**config.mk**
```make
export PLATFORM = sky130hd
export DESIGN_NAME = eil_top
export DESIGN_NICKNAME = d
export VERILOG_FILES = /design/src/eil_pkg.sv /design/src/eil_top.sv
export SDC_FILE = /design/constraint.sdc
export NUM_CORES = 1
export LEC_CHECK = 0
export ABC_AREA = 1
export BUFFER_PORTS_ARGS = -buffer_cell sky130_fd_sc_hd__buf_2
export CORE_ASPECT_RATIO = 0.8
export CORE_MARGIN = 2
export CORE_UTILIZATION = 40
export DETAILED_ROUTE_END_ITERATION = 8
export HOLD_SLACK_MARGIN = 0.15
export PLACE_DENSITY = 0.73
export SLEW_MARGIN = 20
export SYNTH_ARGS = -nofsm -noshare
export SYNTH_HDL_FRONTEND = slang
export SYNTH_SLANG_ARGS = --single-unit
```
**constraint.sdc**
```tcl
create_clock -name clk_i -period 1.1 [get_ports clk_i]
set_input_delay 0.22 -clock clk_i [delete_from_list [all_inputs] [get_ports clk_i]]
set_output_delay 0.22 -clock clk_i [all_outputs]
set_load 0.01 [all_outputs]
```
**src/eil_pkg.sv**
```systemverilog
// Constants, register layout and reset values for the external interrupt latch.
// Assumes a single 25 MHz bus clock and an 8-bit register port behind the CPU bus.
package eil_pkg;
	localparam int unsigned EIL_AW = 2;
	localparam logic [EIL_AW-1:0] EIL_OFS_CTRL    = 2'h0;
	localparam logic [EIL_AW-1:0] EIL_OFS_IRQ_ST  = 2'h1;
	localparam logic [EIL_AW-1:0] EIL_OFS_IRQ_CLR = 2'h2;
	localparam logic [EIL_AW-1:0] EIL_OFS_IRQ_EN  = 2'h3;
	localparam int unsigned EIL_BIT_MODE = 0;
	localparam int unsigned EIL_BIT_MASK = 1;
	localparam int unsigned EIL_BIT_ACK  = 2;
	localparam int unsigned EIL_BIT_PEND = 3;
	localparam int unsigned EIL_EV_EDGE  = 0;
	localparam int unsigned EIL_EV_ACK   = 1;
	localparam int unsigned EIL_NEV      = 2;
	localparam logic [15:0] EIL_VECTOR_ADDR = 16'hfffa;
	localparam logic EIL_MODE_RST = 1'h0;
	localparam logic EIL_MASK_RST = 1'h0;
	localparam logic [2:0] EIL_SETTLE_CYC = 3'h7;
endpackage

```
**src/eil_top.sv**
```systemverilog
// External interrupt latch: pin edge/level detection, latch, mask and register port.
// Assumes the CPU signals vector fetch and break state as same-clock pulses and levels.
//
// Strobed register access and the register offsets were decided locally.
`timescale 1ns/1ps
`default_nettype none
module eil_top (
	input  wire logic                       clk_i,         // 25 MHz bus clock
	input  wire logic                       rst_n_i,       // Synchronous reset, low active
	input  wire logic                       irq_pin_n_i,   // External pin, low active
	input  wire logic                       vec_fetch_i,   // CPU fetches this vector
	input  wire logic                       break_i,       // System break state
	input  wire logic                       break_clear_enable_i, // Clears allowed in break
	input  wire logic [eil_pkg::EIL_AW-1:0] addr_i,        // Register address
	input  wire logic [7:0]                 wdata_i,       // Write data
	input  wire logic                       we_i,          // Write strobe
	input  wire logic                       re_i,          // Read strobe
	output logic      [7:0]                 rdata_o,       // Read data, cycle after strobe
	output logic                            cpu_irq_o,     // Request to priority logic
	output logic      [15:0]                vector_addr_o, // Vector address for the CPU
	output logic                            pin_level_o,   // Pin level for branch tests
	output logic                            irq_o          // Summary block interrupt
);
	import eil_pkg::*;

	logic [2:0]         sync_q;
	logic               prev_q;
	logic               latch_q;
	logic               ack_pend_q;
	logic               mode_q;
	logic               mask_q;
	logic [EIL_NEV-1:0] ist_q;
	logic [EIL_NEV-1:0] ien_q;
	logic [7:0]         rdata_q;
	logic               pin_q;
	logic               fall_edge;
	logic               pin_low;
	logic               sw_ack;
	logic               ack_any;
	logic               clr_now;
	logic               wr_ctrl;
	logic [2:0]         settle_q;
	logic               settled;

	// Three stages; a level is accepted once stages two and three agree.
	always_ff @(posedge clk_i) begin
		if (!rst_n_i) begin
			sync_q <= 3'h7;
		end else begin
			sync_q <= {sync_q[1:0], irq_pin_n_i};
		end
	end

	// Filtered pin holds its value while the late stages disagree.
	always_ff @(posedge clk_i) begin
		if (!rst_n_i) begin
			pin_q  <= 1'h1;
			prev_q <= 1'h1;
		end else begin
			if (sync_q[1] == sync_q[2]) begin
				pin_q <= sync_q[2];
			end
			prev_q <= pin_q;
		end
	end

	// The synchroniser comes out of reset showing a high pin, so a pin held low
	// through reset would look like a falling edge. Edges count only once the
	// stages have filled with real samples, so reset clears even with the pin low.
	always_ff @(posedge clk_i) begin
		if (!rst_n_i) begin
			settle_q <= 3'h0;
		end else if (settle_q != EIL_SETTLE_CYC) begin
			settle_q <= settle_q + 3'h1;
		end
	end

	assign settled   = (settle_q == EIL_SETTLE_CYC);
	assign fall_edge = settled & prev_q & ~pin_q;
	assign pin_low   = ~pin_q;
	assign wr_ctrl   = we_i && (addr_i == EIL_OFS_CTRL);
	// Break gating keeps software acknowledges from clearing the latch while the debugger halts the core; vector fetch is not gated.
	assign sw_ack  = wr_ctrl && wdata_i[EIL_BIT_ACK] && (!break_i || break_clear_enable_i);
	assign ack_any = sw_ack || vec_fetch_i;
	// Level mode needs both an acknowledge and the pin high; either may come first.
	assign clr_now = mode_q ? ((ack_any || ack_pend_q) && !pin_low) : ack_any;

	// Set wins over clear so an edge coinciding with an acknowledge is kept.
	always_ff @(posedge clk_i) begin
		if (!rst_n_i) begin
			latch_q <= 1'h0;
		end else if (fall_edge || (mode_q && pin_low && latch_q)) begin
			latch_q <= 1'h1;
		end else if (clr_now) begin
			latch_q <= 1'h0;
		end
	end

	// Remembers an acknowledge seen in level mode while the pin is still low.
	always_ff @(posedge clk_i) begin
		if (!rst_n_i) begin
			ack_pend_q <= 1'h0;
		end else if (!latch_q || clr_now || !mode_q || fall_edge) begin
			ack_pend_q <= 1'h0;
		end else if (ack_any) begin
			ack_pend_q <= 1'h1;
		end
	end

	always_ff @(posedge clk_i) begin
		if (!rst_n_i) begin
			mode_q <= EIL_MODE_RST;
			mask_q <= EIL_MASK_RST;
		end else if (wr_ctrl) begin
			mode_q <= wdata_i[EIL_BIT_MODE];
			mask_q <= wdata_i[EIL_BIT_MASK];
		end
	end

	// Block interrupt: edge events and accepted software acknowledges, clear wins never over set.
	logic [EIL_NEV-1:0] ev;
	assign ev = {sw_ack, fall_edge};
	always_ff @(posedge clk_i) begin
		if (!rst_n_i) begin
			ist_q <= '0;
			ien_q <= '0;
		end else begin
			ist_q <= ev | (ist_q & ~((we_i && addr_i == EIL_OFS_IRQ_CLR) ?
				wdata_i[EIL_NEV-1:0] : {EIL_NEV{1'b0}}));
			if (we_i && addr_i == EIL_OFS_IRQ_EN) begin
				ien_q <= wdata_i[EIL_NEV-1:0];
			end
		end
	end

	always_ff @(posedge clk_i) begin
		if (!rst_n_i) begin
			rdata_q <= 8'h00;
		end else if (re_i) begin
			unique case (addr_i)
				EIL_OFS_CTRL: begin
					rdata_q <= {4'h0, latch_q, 1'b0, mask_q, mode_q};
				end
				EIL_OFS_IRQ_ST: begin
					rdata_q <= {6'h00, ist_q};
				end
				EIL_OFS_IRQ_EN: begin
					rdata_q <= {6'h00, ien_q};
				end
				default: begin
					rdata_q <= 8'h00;
				end
			endcase
		end else begin
			rdata_q <= 8'h00;
		end
	end

	assign rdata_o       = rdata_q;
	assign cpu_irq_o     = latch_q && !mask_q;
	assign vector_addr_o = EIL_VECTOR_ADDR;
	assign pin_level_o   = pin_q;
	assign irq_o         = |(ist_q & ien_q);

	edge_sets_a: assert property (@(posedge clk_i) disable iff (!rst_n_i)
		fall_edge |=> latch_q) else $error("edge did not set latch");
	vec_clear_a: assert property (@(posedge clk_i) disable iff (!rst_n_i)
		(!mode_q && vec_fetch_i && !fall_edge) |=> !latch_q)
		else $error("vector fetch did not clear");
	sw_clear_a: assert property (@(posedge clk_i) disable iff (!rst_n_i)
		(!mode_q && sw_ack && !fall_edge) |=> !latch_q)
		else $error("software ack did not clear");
	level_hold_a: assert property (@(posedge clk_i) disable iff (!rst_n_i)
		(mode_q && latch_q && pin_low) |=> latch_q)
		else $error("level request dropped");
	mask_gate_a: assert property (@(posedge clk_i) disable iff (!rst_n_i)
		cpu_irq_o == (latch_q && !mask_q)) else $error("mask gating wrong");
	ack_reads0_a: assert property (@(posedge clk_i) disable iff (!rst_n_i)
		re_i |=> !rdata_o[EIL_BIT_ACK]) else $error("ack bit read nonzero");
	pend_read_a: assert property (@(posedge clk_i) disable iff (!rst_n_i)
		(re_i && addr_i == EIL_OFS_CTRL) |=> rdata_o[EIL_BIT_PEND] == $past(latch_q))
		else $error("pending flag wrong");
	break_hold_a: assert property (@(posedge clk_i) disable iff (!rst_n_i)
		(break_i && !break_clear_enable_i && latch_q && !vec_fetch_i) |=> latch_q)
		else $error("latch cleared in break");
	reset_clr_a: assert property (@(posedge clk_i)
		!rst_n_i |=> (!latch_q && !mode_q)) else $error("reset left state");
	edge_c: cover property (@(posedge clk_i) disable iff (!rst_n_i) fall_edge ##1 cpu_irq_o);
	lvl_c: cover property (@(posedge clk_i) disable iff (!rst_n_i)
		mode_q && ack_pend_q ##[1:20] !latch_q);
	brk_c: cover property (@(posedge clk_i) disable iff (!rst_n_i) break_i && sw_ack);
endmodule
`default_nettype wire

```
# Word level (Yosys, flattened, before mapping)
# Cells that the tools add are included.
# W data, S select, Z words.
# classes
add_sub_neg	1
eq_ne	6
mux	5
bitwise_logic	8
reduce_logical	25
# op_table
operator	count
$pmux W4 S3	1
$logic_and A1 B1 Y1	9
$logic_or A1 B1 Y1	7
$and A2 B2 Y2	2
$eq A2 B2 Y1 const B	2
$logic_not A1 Y1	4
$reduce_or A2 Y1	2
$add A3 B1 Y3 const B	1
$eq A3 B3 Y1 const B	1
$mux W1	3
$ne A3 B3 Y1 const B	1
$and A1 B1 Y1	2
$eq A2 B1 Y1 const B	1
$logic_not A2 Y1	1
$mux W2	1
$not A1 Y1	2
$not A2 Y2	1
$or A2 B2 Y2	1
$reduce_and A2 Y1	1
$reduce_bool A2 Y1	1
$eq A1 B1 Y1	1
# word_totals
register_bits	24
inputBits	18
output_inout_bits	27
word_cells	56

# Depth between registers and ports, before layout
# depth
depth_word	12
mapped_depth	8
mapped_depth_nobuf	8

# Worst setup path before layout
# OpenSTA, ideal clock, no wires.
# synth_timing
path_type	flip-flop to flip-flop
start	register settle_q[0]
end	register ack_pend_q
setup_ns	0.064
arrival_ns	0.991
t_required_ns	1.036
slack_ns	0.045
stages_incl_launch_ff	6
n_path_buf	0
synth_period_minus_slack_ns	1.055
cell_sequence	dfxtp_1 > ha_1 > ha_1 > nand3_1 > nand4_1 > nor2_1
# synth_between
elab_chain_cells	5
# synth_rtl
item	line	rtl
start, declared	eil_top.sv:42	logic [2:0] settle_q;
start signal, assigned	eil_top.sv:74	settle_q <= settle_q + 3'h1;
$eq A3 B3 Y1	eil_top.sv:78	assign settled = (settle_q == EIL_SETTLE_CYC);
$and A1 B1 Y1 (2 in a row)	eil_top.sv:79	assign fall_edge = settled & prev_q & ~pin_q;
$logic_or A1 B1 Y1	eil_top.sv:103	end else if (!latch_q || clr_now || !mode_q || fall_edge) begin
$reduce_or A2 Y1 (no source line)	n/a	
end signal, assigned	eil_top.sv:102	ack_pend_q <= 1'h0;
end signal, assigned	eil_top.sv:104	ack_pend_q <= 1'h0;
end signal, assigned	eil_top.sv:106	ack_pend_q <= 1'h1;
end, declared	eil_top.sv:29	logic ack_pend_q;
# No other way between the ends.
# A chain may end at the register's enable or synchronous reset.

# Worst setup path in the final report
# layout_timing
start	register ist_q[0]
end	output port irq_o
# layout_between
elab_chain_cells	2
# layout_rtl
item	line	rtl
start, declared	eil_top.sv:32	logic [EIL_NEV-1:0] ist_q;
start signal, assigned	eil_top.sv:128	ist_q <= ev | (ist_q & ~((we_i && addr_i == EIL_OFS_IRQ_CLR) ?
$and A2 B2 Y2	eil_top.sv:163	assign irq_o = |(ist_q & ien_q);
$reduce_or A2 Y1	eil_top.sv:163	
end, declared	eil_top.sv:22	output logic irq_o
# No other way between the ends.

==> summary.md <==
| Metric | Value |
|---|---|
| Die ar. | 2809 um^2 |
| CP Launch Type | flip-flop |
| Setup Crit Path Kind | flip-flop to primary output |
| Worst Hold Class | input pin to flip-flop |
| Std cell rows | 15 |
| Placed cell areas | 1012 um^2 |
| Crit end category | primary output |
| Port Buffers | 18 |
| Lkg Pwr | 0.5721 nW |
| Final worst slack | -82.31 ps |
| Placed Cells | 160 |
| Longest Clk Path Bufs | 2 |
| DR vias | 744 |
| Fin area | 1107 um^2 |
| Share of layout cells above drive strength 1 | 36.11% |
| Synth Instances | 117 |
| CTS tree | yes |
| Largest vdd supply drop | 0.5776 mV |
| Commonest non-fill, non-tap cells in the layout | 21 x conb_1, 18 x buf_2, 14 x dfxtp_1 |
| Dpl ws | -23.05 ps |
| Hold path start | re_i |
| First-pass GRT wire length | 2.518 mm |
| Final non-filler cell total | 169 |
| Post-layout min period | 1182 ps |
| Grt met3 use | 4.054% |
| Status | finished with violations |
| Gr ovfl total | 0 |
| WL final | 1.602 mm |
| DRT antenna net count | 0 |
| Setup violators final | 2 |
| Core Area | 2215 um^2 |
| Number of global-route vias before repair | 605 |
| Syn avg cell area | 8.202 um^2 |
| Largest net degree at the start of global routing | 11 |
| CTS Buf Count | 3 |
| Synthesized flop and latch total | 19 |
| Clock slew at the register clock pins of the worst setup and hold paths | 100 ps |
| CP arrival | 960 ps |
| Commonest non-fill, non-tap cell in the layout | conb_1 |
| Global routing's busiest layer | met2 |
| Final #Nets | 165 |
| Crit-path slowest cell | dfxtp_2 |
| CTS HTree Levels | 1 |
| Crit Path Max Fanout | 2 |
| CP startpoint | ist_q[0] |
| DR WL/cell | 9.479 um |
| Num ports | 45 |
| Post-synthesis sequential area ratio | 39.63% |
| Initial core utilization | 43.33% |
| FILL cells | 226 |
| Post-DP HPWL | 1.208 mm |
| Die width | 58.76 um |
| Gr usage total | 12.24% |
| Die H | 47.81 um |
| CTS sink cnt | 19 |
| Worst path cell trace | a22o_1 > buf_2 |
| R2R cell count | 5 |
| WP data required | 880 ps |
| DRC | 2 |
| Period utilization | 107.5% |
| Slew Viols, Final | 0 |
| Hold depth | 3 |
| Clock skew | 6.211 ps |
| Fmax | 0.8458 GHz |
| Area growth syn-to-layout | 15.38% |
| Reg2Reg Launch Point | settle_q[0] |
| Routability Congestion | 0.7556 |
| M1 GR Usage | 15.85% |
| DR iter-0 viols | 23 |
| Yosys warnings | 0 |
| Unrepaired setup endpoints after global routing | true |
| Pre-antenna DRT Iters | 6 |
| Hold Violations, Final | 0 |
| Power per Cell Area | 1121 nW/um^2 |
| Critical Path Max Stage Delay | 340 ps |
| Violated checks | design-rule violations, negative setup slack |
| Routing usage on met2 | 18.89% |
| Clk_lat worst skew | 300 ps |
| Root buffer cell | clkbuf_4 |
| Overall power | 1.241 mW |
| # diodes | 0 |
| # Max-Cap Violations | 0 |
| Count of unique library cells instantiated by Yosys | 24 |
| Initial antenna violation count | 0 |
| Routed vias/inst | 4.402 |
| Final core utilization | 50.00% |
| Mapped Area | 959.7 um^2 |
==> sequential cells by signal (all words and copies together) (netlist names) <==
name / flops
mask_q: 1
latch_q: 1
ack_pend_q: 1
sync_q: 3
pin_level_o: 1
settle_q: 3
ist_q: 2
prev_q: 1
mode_q: 1
ien_q: 2
rdata_o: 3
==> cell families (layout without fill, tap and decap cells) <==
family / count (synthesis) / count (layout) / synth area share [%]
fa+ha+maj: 2 / 2 / 2.607
buf+inv: 39 / 47 / 23.60
flops: 19 / 19 / 39.63
compound gates: 23 / 23 / 14.99
simple gates: 32 / 32 / 18.38
other cells: 2 / 21 / 0.7826
==> worst max-delay path: cells and delay by family, from the launching register on <==
| kind | cells | cell delay [ps] |
|---|---|---|
| flip-flops | 1 | 340 |
| buffers and inverters | 1 | 130 |
| AO/OA/AOI/OAI | 1 | 190 |
==> synth_stat cells <==
master    instances  area share (%)
dfxtp_1          19              40
a22o_1            1            0.91
or2_2             3             2.0
buf_4            21              16
a21oi_1           8             4.2
a21oi_2           1            0.91
a21boi_4          1             2.0
conb_1            2            0.78
nor2_4            1             1.2
nand3_1           5             2.6
nand3b_2          1             1.2
nand2_2           1            0.65
nor2_1            7             2.7
nand4_1           1            0.65
nand3_2           1             1.0
ha_1              2             2.6
o21ai_0          10             5.2
nor3_1            1            0.52
inv_2             2            0.78
nand2_1           9             3.5
o311ai_0          2             1.8
nand2_4           2             2.3
clkbuf_2          1            0.52
inv_1            15             5.9
==> final timing paths <==
kind                end  slack (ps)
min reg2reg   sync_q[1]         420
max reg2reg  ack_pend_q          70
max               irq_o         -80
min          rdata_o[3]         160
==> layer usage <==
metal | up-vias | part of all wire, %
li1 | 386 | -
met2 | 30 | 46
met5 | - | 0
met3 | 4 | 7.1
met1 | 324 | 45
met4 | 0 | 1.8
==> what timing repair did <==
item	4_1_cts	5_1_grt
buffers inserted	3	1
pin swaps	2	1
setup endpoints to repair	4	7
endpoints found under the hold margin	1	0
hold buffers	1	0
cloned	0	0
gates resized for setup	7	8
==> layout make-up <==
| cell class | instances | area, um^2 | area share (%) |
|---|---|---|---|
| inverter | 17 | 63.81 | 5.763 |
| multi-input combinational | 78 | 446.7 | 40.34 |
| sequential | 19 | 386.6 | 34.92 |
| timing repair buffer | 26 | 152.6 | 13.79 |
| tap | 25 | 31.28 | 2.825 |
| clock buffer | 4 | 26.28 | 2.373 |
==> where the power goes <==
part | internal, mW | switching [mW] | total (mW)
combinational | 0.0609 | 0.100 | 0.161
clock | 0.142 | 0.209 | 0.351
sequential | 0.714 | 0.0158 | 0.729
==> through the flow <==
step | hold slack [ps] | TNS, ps
4_1_cts | 156.5 | -144.8
5_1_grt | 162.6 | -218.1
3_3_place_gp | 396.3 | 0
6_report | 164.9 | -115.4
2_1_floorplan | 326.6 | 0
3_5_place_dp | 401.8 | -23.05
Power figures use the tool's default switching activity.
